==> src/rtl/ebp_map.svh <==
// Purpose: register offsets, field positions, codes and reset values of the bridge pwm
// Assumes: byte addresses on a 32-bit wishbone bus, one aligned word per register
// Notes: definitions only
`ifndef EBP_MAP_SVH
`define EBP_MAP_SVH

// register byte offsets
`define EBP_ADR_CTRL 8'h00
`define EBP_ADR_PERIOD 8'h04
`define EBP_ADR_DUTY 8'h08
`define EBP_ADR_SHADOW 8'h0C
`define EBP_ADR_DELAY 8'h10
`define EBP_ADR_TCTL 8'h14
`define EBP_ADR_STATUS 8'h18

// capture_pwm_control_reg fields
`define EBP_CTRL_CFG 7:6
`define EBP_CTRL_CFG_DIR 7
`define EBP_CTRL_CFG_FULL 6
`define EBP_CTRL_DLSB 5:4
`define EBP_CTRL_PWMSEL 3:2
`define EBP_CTRL_POL 1:0
// polarity bit positions inside the low mode bits
`define EBP_POL_AC 1
`define EBP_POL_BD 0

// timer_control_reg fields
`define EBP_TCTL_ON 2
`define EBP_TCTL_PS 1:0

// output_config_field codes
`define EBP_CFG_SINGLE 2'h0
`define EBP_CFG_HALF 2'h2
`define EBP_CFG_FWD 2'h1
`define EBP_CFG_REV 2'h3

// mode_select_field upper pair that means pwm
`define EBP_MODE_PWM 2'h3

// timer_prescale_select codes, anything else divides by 16
`define EBP_PS_1 2'h0
`define EBP_PS_4 2'h1

// reset values
`define EBP_CTRL_RST 8'h00
`define EBP_PERIOD_RST 8'hFF
`define EBP_DUTY_RST 8'h00
`define EBP_DELAY_RST 7'h00
`define EBP_TCTL_RST 3'h0

// one instruction cycle is four oscillator periods, one clk_sys each
`define EBP_CLK_PER_TCY 9'h004

`endif

==> src/rtl/ebp_pkg.sv <==
// Purpose: types of the bridge pwm
// Assumes: nothing
// Notes: constants live in ebp_map.svh
package ebp_pkg;

   // run state of the output stage
   typedef enum logic [1:0] {
      EBP_IDLE,
      EBP_WAIT,
      EBP_RUN
   } ebp_state_t;

   // every flip-flop of the block
   typedef struct packed {
      ebp_state_t state;
      logic [7:0] ctrl;
      logic [7:0] period;
      logic [7:0] duty;
      logic [6:0] delay;
      logic [2:0] tctl;
      logic [1:0] cfg_cur;
      logic [1:0] pol_cur;
      logic [7:0] pr_cur;
      logic [9:0] shadow;
      logic [6:0] dly_cur;
      logic [5:0] pcnt;
      logic [7:0] tmr;
      logic pwm;
      logic [8:0] dcnt;
      logic out_a;
      logic out_b;
      logic out_c;
      logic out_d;
      logic ack;
      logic [31:0] rdat;
   } ebp_st_t;

endpackage : ebp_pkg

==> src/rtl/ebp_bridge_pwm.sv <==
// Purpose: enhanced bridge pwm with period timer, deadband and direction control
// Assumes: one clk_sys period stands for one oscillator period
// Notes: registers over classic wishbone, all outputs registered
// Operation
// - config from bits 7:6, polarity from 1:0
// - settings take effect at period start, the delay copy also at the duty boundary; leaving pwm mode parks the legs at once
// - delay copy loads at duty or period boundary
// - enabled output waits for first timer reset
// - period is (period+1) times 4 times prescale
// - period match clears timer, sets output, loads duty
// - no postscaler in period arithmetic
// - duty is byte plus two control bits
// - active time is duty times prescale clocks
// - duty writes anytime, shadow is read only
// - output clears when extended timer equals duty
// - duty beyond period never clears output
// - four arrangements: single, half, forward, reverse
// - half bridge drives pwm and its complement
// - half bridge delays each rising edge
// - delay longer than active keeps output inactive
// - full bridge holds one, modulates opposite leg
// - new direction starts with next period
// - direction swap one timer step before period
// - prescaler divides by 1, 4 or 16
// - full bridge uses no deadband
// - mode 11xx selects pwm and polarities
//
// Added by the designer: the register offsets and the Wishbone register port.
`timescale 1ns/1ps
`include "ebp_map.svh"

module ebp_bridge_pwm (
   input wire logic clk_sys,
   input wire logic rst_n,
   input wire logic wb_cyc_i,
   input wire logic wb_stb_i,
   input wire logic wb_we_i,
   input wire logic [7:0] wb_adr_i,
   input wire logic [3:0] wb_sel_i,
   input wire logic [31:0] wb_dat_i,
   output logic [31:0] wb_dat_o,
   output logic wb_ack_o,
   output logic bridge_out_a,
   output logic bridge_out_b,
   output logic bridge_out_c,
   output logic bridge_out_d
);

   // whole state and its next value
   ebp_pkg::ebp_st_t st_ff;
   ebp_pkg::ebp_st_t nxt_st;

   // bus request decode
   logic req;
   logic wr_lo;
   logic [7:0] word; // word index, as wide as the offsets it is decoded against
   logic [31:0] rd_val;

   // live software settings
   logic [1:0] live_cfg;
   logic [9:0] live_duty;
   logic live_pwm;
   logic [1:0] live_pol;

   // timer helpers
   logic timer_on;
   logic [1:0] ps_sel;
   logic [5:0] pc_inc;
   logic [5:0] nxt_pc;
   logic [1:0] nxt_sub;
   logic tick;
   logic wrap;
   logic [7:0] nxt_tmr;
   logic match;

   // output stage helpers
   logic dly_done;
   logic dir_chg;
   logic [1:0] pol;
   logic act_a;
   logic act_b;
   logic act_c;
   logic act_d;

   // a request is taken once; ack drops in the cycle after it was given
   assign req = wb_cyc_i & wb_stb_i & ~st_ff.ack;
   // all writable registers are at most a byte wide, lane 0 carries them
   assign wr_lo = req & wb_we_i & wb_sel_i[0];
   assign word = {2'h0, wb_adr_i[7:2]};

   // settings as software wrote them, not yet applied
   assign live_cfg = st_ff.ctrl[`EBP_CTRL_CFG];
   assign live_duty = {st_ff.duty, st_ff.ctrl[`EBP_CTRL_DLSB]};
   assign live_pwm = (st_ff.ctrl[`EBP_CTRL_PWMSEL] == `EBP_MODE_PWM);
   assign live_pol = st_ff.ctrl[`EBP_CTRL_POL];

   // prescaler counts oscillator periods; no postscaler exists here
   assign timer_on = st_ff.tctl[`EBP_TCTL_ON];
   assign ps_sel = st_ff.tctl[`EBP_TCTL_PS];
   assign pc_inc = st_ff.pcnt + 6'h01;
   assign nxt_pc = timer_on ? pc_inc : 6'h00;

   // timer step every 4, 16 or 64 clocks: 4 Tosc times prescale
   always_comb begin
      case (ps_sel)
         `EBP_PS_1: tick = timer_on & (st_ff.pcnt[1:0] == 2'h3);
         `EBP_PS_4: tick = timer_on & (st_ff.pcnt[3:0] == 4'hF);
         default: tick = timer_on & (st_ff.pcnt == 6'h3F);
      endcase
   end

   // two sub-step bits extend the timer to ten bits for the duty compare
   always_comb begin
      case (ps_sel)
         `EBP_PS_1: nxt_sub = nxt_pc[1:0];
         `EBP_PS_4: nxt_sub = nxt_pc[3:2];
         default: nxt_sub = nxt_pc[5:4];
      endcase
   end

   // period ends on the step after the timer equals the period copy
   assign wrap = tick & (st_ff.tmr == st_ff.pr_cur);

   // timer clears on wrap, holds while stopped
   always_comb begin
      if (wrap) begin
         nxt_tmr = 8'h00;
      end else if (tick) begin
         nxt_tmr = st_ff.tmr + 8'h01;
      end else begin
         nxt_tmr = st_ff.tmr;
      end
   end

   // duty compare against the count of the coming cycle, so that the
   // active time is exactly duty times prescale clocks
   assign match = ({nxt_tmr, nxt_sub} == st_ff.shadow);

   // register read mux; unmapped words read as zero
   always_comb begin
      rd_val = 32'h0000_0000;
      case (word)
         `EBP_ADR_CTRL >> 2: rd_val[7:0] = st_ff.ctrl;
         `EBP_ADR_PERIOD >> 2: rd_val[7:0] = st_ff.period;
         `EBP_ADR_DUTY >> 2: rd_val[7:0] = st_ff.duty;
         `EBP_ADR_SHADOW >> 2: rd_val[7:0] = st_ff.shadow[9:2];
         `EBP_ADR_DELAY >> 2: rd_val[6:0] = st_ff.delay;
         `EBP_ADR_TCTL >> 2: rd_val[2:0] = st_ff.tctl;
         `EBP_ADR_STATUS >> 2: begin
            // timer count, running flag and applied direction
            rd_val[7:0] = st_ff.tmr;
            rd_val[8] = (st_ff.state == ebp_pkg::EBP_RUN);
            rd_val[9] = st_ff.cfg_cur[1];
            rd_val[10] = st_ff.pwm;
         end
         default: rd_val = 32'h0000_0000;
      endcase
   end

   // next state of everything
   always_comb begin
      nxt_st = st_ff;
      act_a = 1'h0;
      act_b = 1'h0;
      act_c = 1'h0;
      act_d = 1'h0;
      dly_done = 1'h0;
      dir_chg = 1'h0;
      pol = 2'h0;

      // bus handshake: one wait state, ack for any address
      nxt_st.ack = req;
      if (req & ~wb_we_i) begin
         nxt_st.rdat = rd_val;
      end

      // register writes; the shadow and status words ignore writes
      if (wr_lo) begin
         case (word)
            `EBP_ADR_CTRL >> 2: nxt_st.ctrl = wb_dat_i[7:0];
            `EBP_ADR_PERIOD >> 2: nxt_st.period = wb_dat_i[7:0];
            `EBP_ADR_DUTY >> 2: nxt_st.duty = wb_dat_i[7:0];
            `EBP_ADR_DELAY >> 2: nxt_st.delay = wb_dat_i[6:0];
            `EBP_ADR_TCTL >> 2: nxt_st.tctl = wb_dat_i[2:0];
            default: nxt_st.tctl = nxt_st.tctl; // read only or unmapped
         endcase
      end

      // period timer and prescaler
      nxt_st.pcnt = nxt_pc;
      nxt_st.tmr = nxt_tmr;

      // run state
      case (st_ff.state)
         ebp_pkg::EBP_IDLE: begin
            // outputs parked; period follows software directly
            nxt_st.pr_cur = st_ff.period;
            nxt_st.pwm = 1'h0;
            if (live_pwm) begin
               nxt_st.state = ebp_pkg::EBP_WAIT;
            end
         end
         ebp_pkg::EBP_WAIT: begin
            // buffered outputs cannot start before a timer reset
            nxt_st.pr_cur = st_ff.period;
            nxt_st.pwm = 1'h0;
            if (!live_pwm) begin
               nxt_st.state = ebp_pkg::EBP_IDLE;
            end else if (wrap) begin
               nxt_st.state = ebp_pkg::EBP_RUN;
            end
         end
         ebp_pkg::EBP_RUN: begin
            if (!live_pwm) begin
               // leaving pwm parks at once rather than at the boundary
               nxt_st.state = ebp_pkg::EBP_IDLE;
               nxt_st.pwm = 1'h0;
            end else if (!wrap && match && st_ff.pwm) begin
               // duty boundary; a duty past the period never matches
               nxt_st.pwm = 1'h0;
               nxt_st.dly_cur = st_ff.delay;
            end
         end
         default: nxt_st.state = ebp_pkg::EBP_IDLE;
      endcase

      // period boundary: apply every buffered setting together
      if (live_pwm && wrap && (st_ff.state != ebp_pkg::EBP_IDLE)) begin
         nxt_st.cfg_cur = live_cfg;
         nxt_st.pol_cur = live_pol;
         nxt_st.pr_cur = st_ff.period;
         nxt_st.shadow = live_duty;
         nxt_st.dly_cur = st_ff.delay;
         // zero duty leaves the output clear for the whole period
         nxt_st.pwm = (live_duty != 10'h000);
      end

      // deadband counter restarts on every pwm edge and saturates
      if (nxt_st.state != ebp_pkg::EBP_RUN) begin
         nxt_st.dcnt = 9'h000;
      end else if (nxt_st.pwm != st_ff.pwm) begin
         nxt_st.dcnt = 9'h000;
      end else if (st_ff.dcnt != 9'h1FF) begin
         nxt_st.dcnt = st_ff.dcnt + 9'h001;
      end

      // delay is counted in instruction cycles of four clocks; the
      // next edge restarts the count, so a long delay never finishes
      dly_done = (nxt_st.dcnt >= ({2'h0, nxt_st.dly_cur} * `EBP_CLK_PER_TCY));

      // direction request seen in the last timer step of a full bridge period
      dir_chg = nxt_st.cfg_cur[0] & live_cfg[0]
         & (live_cfg[1] != nxt_st.cfg_cur[1])
         & timer_on & (nxt_st.tmr == nxt_st.pr_cur);

      // output arrangement, in active terms
      if (nxt_st.state == ebp_pkg::EBP_RUN) begin
         case (nxt_st.cfg_cur)
            `EBP_CFG_SINGLE: begin
               act_a = nxt_st.pwm;
            end
            `EBP_CFG_HALF: begin
               // each leg turns on only after the deadband
               act_a = nxt_st.pwm & dly_done;
               act_b = ~nxt_st.pwm & dly_done;
            end
            `EBP_CFG_FWD: begin
               if (dir_chg) begin
                  // modulated legs off, held leg already swapped
                  act_c = 1'h1;
               end else begin
                  act_a = 1'h1;
                  act_d = nxt_st.pwm;
               end
            end
            `EBP_CFG_REV: begin
               if (dir_chg) begin
                  act_a = 1'h1;
               end else begin
                  act_c = 1'h1;
                  act_b = nxt_st.pwm;
               end
            end
            default: act_a = 1'h0;
         endcase
      end

      // polarity: applied copy while running, live bits while waiting
      if (nxt_st.state == ebp_pkg::EBP_RUN) begin
         pol = nxt_st.pol_cur;
      end else if (live_pwm) begin
         pol = live_pol;
      end else begin
         pol = 2'h0;
      end

      nxt_st.out_a = act_a ^ pol[`EBP_POL_AC];
      nxt_st.out_c = act_c ^ pol[`EBP_POL_AC];
      nxt_st.out_b = act_b ^ pol[`EBP_POL_BD];
      nxt_st.out_d = act_d ^ pol[`EBP_POL_BD];

      // synchronous reset: constants only
      if (!rst_n) begin
         nxt_st = '0;
         nxt_st.state = ebp_pkg::EBP_IDLE;
         nxt_st.ctrl = `EBP_CTRL_RST;
         nxt_st.period = `EBP_PERIOD_RST;
         nxt_st.pr_cur = `EBP_PERIOD_RST;
         nxt_st.duty = `EBP_DUTY_RST;
         nxt_st.delay = `EBP_DELAY_RST;
         nxt_st.tctl = `EBP_TCTL_RST;
      end
   end

   // single state register
   always_ff @(posedge clk_sys) begin
      st_ff <= nxt_st;
   end

   // ports straight from the state register
   assign wb_dat_o = st_ff.rdat;
   assign wb_ack_o = st_ff.ack;
   assign bridge_out_a = st_ff.out_a;
   assign bridge_out_b = st_ff.out_b;
   assign bridge_out_c = st_ff.out_c;
   assign bridge_out_d = st_ff.out_d;

endmodule : ebp_bridge_pwm

==> config.mk <==
export PLATFORM = sky130hd
export DESIGN_NAME = ebp_bridge_pwm
export DESIGN_NICKNAME = d
export VERILOG_FILES = /design/src/rtl/ebp_pkg.sv /design/src/rtl/ebp_bridge_pwm.sv
export VERILOG_INCLUDE_DIRS = /design/src /design/src/rtl
export SDC_FILE = /design/constraint.sdc
export NUM_CORES = 1
export LEC_CHECK = 0
export BUFFER_PORTS_ARGS = -buffer_cell sky130_fd_sc_hd__buf_2
export CAP_MARGIN = 10
export CORE_ASPECT_RATIO = 0.75
export CORE_MARGIN = 4
export CORE_UTILIZATION = 50
export CTS_CLUSTER_DIAMETER = 200
export DETAILED_ROUTE_END_ITERATION = 8
export GPL_TIMING_DRIVEN = 1
export PLACE_DENSITY_LB_ADDON = 0.1
export SLEW_MARGIN = 20
export SYNTH_ARGS = -nofsm -noshare
export SYNTH_HDL_FRONTEND = slang
export SYNTH_SLANG_ARGS = --single-unit
==> constraint.sdc <==
create_clock -name clk_sys -period 8.9 [get_ports clk_sys]
set_clock_uncertainty 0.2 [all_clocks]
set_input_delay 0.89 -clock clk_sys [delete_from_list [all_inputs] [get_ports clk_sys]]
set_output_delay 0.89 -clock clk_sys [all_outputs]
set_load 0.05 [all_outputs]
==> After elaboration in Yosys (flattened, before gate mapping) <==
Cells that the tools add are included.
{ "classes": {"add_sub_neg": 3, "n_lt_le_gt_ge": 1, "eq_ne": 24, "muxes": 39, "bitwise": 22, "n_reduce_logical": 17} }
{ "ops": {"columns": ["op", "n"], "rows": [
  ["$mux W29", 1],
  ["$mux W9", 3],
  ["$mux W8", 3],
  ["$pmux W4 S6", 1],
  ["$mux W7", 3],
  ["$pmux W3 S7", 1],
  ["$eq A6 B3 Y1 const B", 3],
  ["$eq A8 B8 Y1", 2],
  ["$and A1 B1 Y1", 15],
  ["$eq A2 B2 Y1 const B", 6],
  ["$eq A6 B2 Y1 const B", 2],
  ["$mux W2", 6],
  ["$mux W1", 11],
  ["$eq A10 B10 Y1", 1],
  ["$reduce_and A2 Y1", 5],
  ["$reduce_bool A10 Y1", 1],
  ["$add A9 B1 Y9 const B", 1],
  ["$ge A9 B9 Y1", 1],
  ["$ne A9 B9 Y1 const B", 1],
  ["$add A8 B1 Y8 const B", 1],
  ["$logic_not A8 Y1", 1],
  ["$pmux W1 S2", 4],
  ["$add A6 B1 Y6 const B", 1],
  ["$eq A2 B1 Y1 const B", 3],
  ["other kinds (18)", 29]
]} }
{ "totals": {"ff_bits": 105, "inputBits": 49, "elab_cells": 127} }

==> Logic depth before layout (Yosys ltp) <==
{ "depth": {"ltp_word": 20, "depth_mapped": 23, "depth_no_buf": 21} }

==> Least setup slack after synthesis <==
No wires, ideal clock.
{ "synth_path": {"kind": "flip-flop to flip-flop", "from": "reg st_ff[55] in the netlist's numbering", "to": "reg st_ff, in the netlist bridge_out_a", "arrival_time_ns": 4.610, "required_ns": 8.581, "path_slack_ns": 3.971, "stages_incl_launch_ff": 22, "n_path_buf": 0, "synth_period_minus_slack_ns": 4.929, "path_cell_list": "dfxtp_1 ha_1 nand2_1 o32a_1 or4_4 nand3_1 nand4b_2 nor4_4 a31oi_1 nor3_4 mux2i_1 ha_1 nor2b_1 o21a_1 o21a_1 o21ai_0 nand2b_1 a2111o_1 a41o_1 nand3_1 nand3b_1 mux2i_1"} }
{ "synth_between": {"elab_chain_cells": 20, "word_cells_on_any_way": 53, "classes_between": "1 x add/sub; 1 x order compare; 12 x eq/ne; 23 x mux; 10 x bitwise; 6 x reduce/logical"} }
{ "synth_lines": {"columns": ["element", "line", "source"], "rows": [
  ["from (decl)", "ebp_bridge_pwm.sv:50", "ebp_pkg::ebp_st_t st_ff;"],
  ["from (signal assigned)", "ebp_bridge_pwm.sv:317", "st_ff <= nxt_st;"],
  ["branches (longest 19 deep; another with $add A6 B1 Y6)", null, null],
  ["$xor A1 B1 Y1 (*)", "ebp_bridge_pwm.sv:297", "nxt_st.out_a = act_a ^ pol[`EBP_POL_AC];"]
]} }
Mark *: on every way between the ends.
A chain may end at the register's enable or synchronous reset.

==> Final worst setup path <==
{ "layout_path": {"from": "reg st_ff[50] in the netlist's numbering", "to": "reg st_ff, in the netlist bridge_out_a"} }
{ "layout_between": {"elab_chain_cells": 18, "word_cells_on_any_way": 45, "classes_between": "1 x add/sub; 1 x order compare; 10 x eq/ne; 20 x mux; 7 x bitwise; 6 x reduce/logical"} }
{ "layout_lines": {"columns": ["element", "line", "source"], "rows": [
  ["$add A8 B1 Y8 or $eq A8 B8 Y1 (tied branches)", "ebp_bridge_pwm.sv:129, ebp_bridge_pwm.sv:122", null],
  ["$mux W8 or $and A1 B1 Y1 (tied branches)", "ebp_bridge_pwm.sv:128, ebp_bridge_pwm.sv:122", null],
  ["$mux W8", "ebp_bridge_pwm.sv:126", "if (wrap) begin"],
  ["$eq A10 B10 Y1", "ebp_bridge_pwm.sv:137", "assign match = ({nxt_tmr, nxt_sub} == st_ff.shadow);"],
  ["$logic_and A1 B1 Y1 (2 in series)", "ebp_bridge_pwm.sv:218", "end else if (!wrap && match && st_ff.pwm) begin"],
  ["$mux W1", "ebp_bridge_pwm.sv:218", null],
  ["$mux W1", "ebp_bridge_pwm.sv:214", "if (!live_pwm) begin"],
  ["$pmux W1 S2", "ebp_bridge_pwm.sv:194", "case (st_ff.state)"],
  ["$mux W1", "ebp_bridge_pwm.sv:228", "if (live_pwm && wrap && (st_ff.state != ebp_pkg::EBP_IDLE)) begin"],
  ["$ne A1 B1 Y1", "ebp_bridge_pwm.sv:241", "end else if (nxt_st.pwm != st_ff.pwm) begin"],
  ["$mux W9", "ebp_bridge_pwm.sv:241", null],
  ["$mux W9", "ebp_bridge_pwm.sv:239", "if (nxt_st.state != ebp_pkg::EBP_RUN) begin"],
  ["$ge A9 B9 Y1", "ebp_bridge_pwm.sv:249", "dly_done = (nxt_st.dcnt >= ({2'h0, nxt_st.dly_cur} * `EBP_CLK_PER_TCY));"],
  ["$and A1 B1 Y1", "ebp_bridge_pwm.sv:264", "act_a = nxt_st.pwm & dly_done;"],
  ["$pmux W1 S4", "ebp_bridge_pwm.sv:258", "case (nxt_st.cfg_cur)"],
  ["$mux W1", "ebp_bridge_pwm.sv:257", "if (nxt_st.state == ebp_pkg::EBP_RUN) begin"],
  ["$xor A1 B1 Y1 (*)", "ebp_bridge_pwm.sv:297", null]
]} }
Mark *: on every way between the ends. The rest lies on a longest branch, timed or not.

==> metrics.yaml <==
sta:
  rsz0062_at_grt: "false"
  slew_violations: 0
  whs_ns: 0.249
  fmax_ghz: 0.164
  hold_violations: 0
  fin_setup_tns_ns: 0
  timing.final.crit_share: 0.687
  worst_pin_slew_ns: 1.11
  fin_crit_ns: 6.11
  relSlewSlack: 0.253
  timing.final.ws_setup_ns: 2.79
  finalSetupViolations: 0
grt:
  grt_remaining_overflow: 0
  grt_usage: 0.243
  grt_max_degree: 55
  grt_pass1_vias: 4733
  grt_pass1_wl_um: 25600
  antenna_found_initial: 0
pwr:
  power_frac_comb: 0.072
  leakagePower_uw: 0.00229
  power.switching_uw: 251
  intPower_uw: 721
  total_power_uw: 972
  switching_share: 0.258
  power_frac_seq: 0.489
  peakVddDrop_uv: 95.6
  powerDensity_nw_per_um2: 152
  p_clk_frac: 0.440
floorplan:
  io_pins: 86
  die_x_um: 134
  die_y_um: 103
  start_util: 0.513
  rows: 34
  core_sq_um: 11600
  fp.dieArea_sq_um: 13800
place:
  dpl_worst_slack_ns: 2.96
  dp.cells: 855
  portBuffers: 35
  gp_congestion: 0.917
  place_hpwl_um: 12200
clock_tree:
  cts_hold_repair.buffers: 0
  cts_setup_buffers: 0
  ctsRootBufferMaster: "clkbuf_16"
  cts_tree: "built"
  cts-resized-gates: 0
  clock_sinks: 105
  clkSlewWorstSetupHoldPaths_ns: 0.07
  cts.htree.levels: 3
  numCtsBuffers: 9
  max-clock-path-buffers: 2
  worstSkewPairLatency_ns: 0.36
layout:
  drive_gt1_frac: 0.113
  area_delta_synth_final_pct: 7.30
  nets: 763
  finalNonFillerCells: 871
  fill_cells: 1081
  antenna_cells: 0
route:
  firstDrtPassIters: 5
  ant_nets: 0
  first_iter_violations: 548
  num_vias: 5148
  vias_per_cell: 5.91
  drc: 0
  wl_um: 16500
  wl_per_cell_um: 19.0
run:
  cap_violations: 0
synthesis:
  synth_edf_count: 0
  async_flop_share: 0
  synth_top_area_frac: 0.353
  synthFlopType: "dfxtp_1"
  synth-compound-area-share: 0.150
  yosysSeqAreaShare: 0.353
  synth_mux_area_frac: 0.128
  syn_area_sq_um: 5960
  synthAdderAreaFrac: 0.0210
  yosys-top-cells-count: "105 x dfxtp_1, 80 x nand2_1, 79 x nor2_1"
  synth.most_common_cell: "dfxtp_1"
  synth_simple_gate_area_frac: 0.228
  synth_area_per_cell_sq_um: 8.52
  synth_top_family_by_area: "simple AND/OR/NAND/NOR gates"
  synthCells: 700
  yosysTopAreaCell: "dfxtp_1"
  synth_area_leaders: "dfxtp_1 35%, mux2i_1 10%, nand2_1 5.0%"
  ys_warn_count: 0
  synthDistinctLibCells: 70
  synth_xor_area_frac: 0.0455
  postSynthRegisterBits: 105
worst_setup_path:
  required_ns: 8.95
  cp-start-kind: "flip-flop"
  reg2reg_depth: 20
  cp_slowest_cell: "dfxtp_1"
  max_stage_delay_ns: 0.64
  critPathCaptureType: "flip-flop"
  path_max_fanout: 14
  crit_arrival_ns: 6.16
  path_cells: "xnor2_1 -> nand4_1 -> nor2_1 -> o22a_1 -> nand4_1 -> nor4_4 -> a31oi_1 -> nor3_4 -> mux2i_1 -> ha_1 -> nor2b_1 -> o21a_1 -> o21a_1 -> o21ai_0 -> nand2b_1 -> a2111o_1 -> a41o_1 -> nand3_1 -> nand3b_1 -> mux2i_1"
  critPathKind: "reg2reg"
min_path:
  worstHoldPathCells: 2
  min_path_type: "reg2reg"
status:
  outcome: "completed"
==> power by group through the flow <==
stage / clock network [uW] / logic (uW) / registers (uW)
after floorplan: 0 / 63.0 / 484
after global placement: 0 / 68.2 / 486
after detailed placement: 0 / 69.1 / 486
after CTS: 433 / 69.0 / 475
after global routing: 453 / 74.2 / 475
final: 427 / 69.8 / 475
==> area by class of cell <==
class / instances / area [sq um] / area share
Timing Repair Buffer: 42 / 228 / 0.0356
Clock inverter: 6 / 83.8 / 0.0131
Tap cell: 162 / 203 / 0.0317
Sequential cell: 105 / 2100 / 0.329
Clock buffer: 10 / 239 / 0.0374
Inverter: 11 / 41.3 / 0.00645
Multi-Input combinational cell: 535 / 3500 / 0.547
==> sequential cells by signal (all words and copies together), names as in the netlist <==
| name | cells |
|---|---|
| bridge_out_b | 1 |
| ps_sel | 2 |
| live_duty | 10 |
| live_pol | 2 |
| wb_dat_o | 11 |
| wb_ack_o | 1 |
| st_ff | 73 |
| bridge_out_c | 1 |
| live_cfg | 2 |
| bridge_out_d | 1 |
| bridge_out_a | 1 |
==> placed cells by master, fill, tap and decap left out, drive strengths merged, types with 10 or more instances in the layout <==
cell type	synthesis	layout
a21oi	30	30
nand3	22	22
mux2i	61	61
xnor2	24	24
o21ai	16	16
a31oi	11	11
nor2	79	79
a22oi	11	11
nand2b	10	10
nor3	18	18
ha	10	10
clkbuf	24	10
and2	14	14
nand2	80	80
inv	11	14
dfxtp	105	105
conb	1	21
buf	45	42
nand4	12	12
==> final timing paths <==
check        slack (ns)      endpoint          from
max                2.79  bridge_out_a     st_ff[50]
min                0.25  wb_dat_o[10]  wb_dat_o[10]
max reg2reg        2.79  bridge_out_a     st_ff[50]
min reg2reg        0.25  wb_dat_o[10]  wb_dat_o[10]
==> through the flow <==
stage	cell area, sq um	util
6_report	6400	0.551
5_1_grt	6400	0.551
4_1_cts	6400	0.551
3_5_place_dp	6070	0.523
3_3_place_gp	6070	0.523
2_1_floorplan	6040	-
==> critical path, delay by kind of cell (launching register included) <==
kind | cells | cell delay (ns)
simple gates | 9 | 2.66
compound gates | 7 | 1.53
flops | 1 | 0.64
mux | 2 | 0.45
fa+ha+maj | 1 | 0.28
xor+xnor | 1 | 0.23
==> layer usage <==
layer | share of wire | wire length [um] | global-route usage
met5 | 0 | 0 | 0
met4 | 0.018 | 301 | 0.0720
met3 | 0.10 | 1720 | 0.0654
met2 | 0.41 | 6840 | 0.362
met1 | 0.46 | 7650 | 0.349
==> cells by family (layout without fill, tap and decap cells) <==
| family | Yosys count | count (layout) |
|---|---|---|
| and+or+nand+nor | 276 | 276 |
| AOI/OAI and AO/OA | 127 | 127 |
| DFF | 105 | 105 |
| buffers and inverters | 80 | 69 |
| muxes | 70 | 70 |
| xor gates and xnor gates | 31 | 31 |
| adders and majority gates | 10 | 10 |
| other | 1 | 21 |
Note: power is estimated with default switching activity, not from simulation.
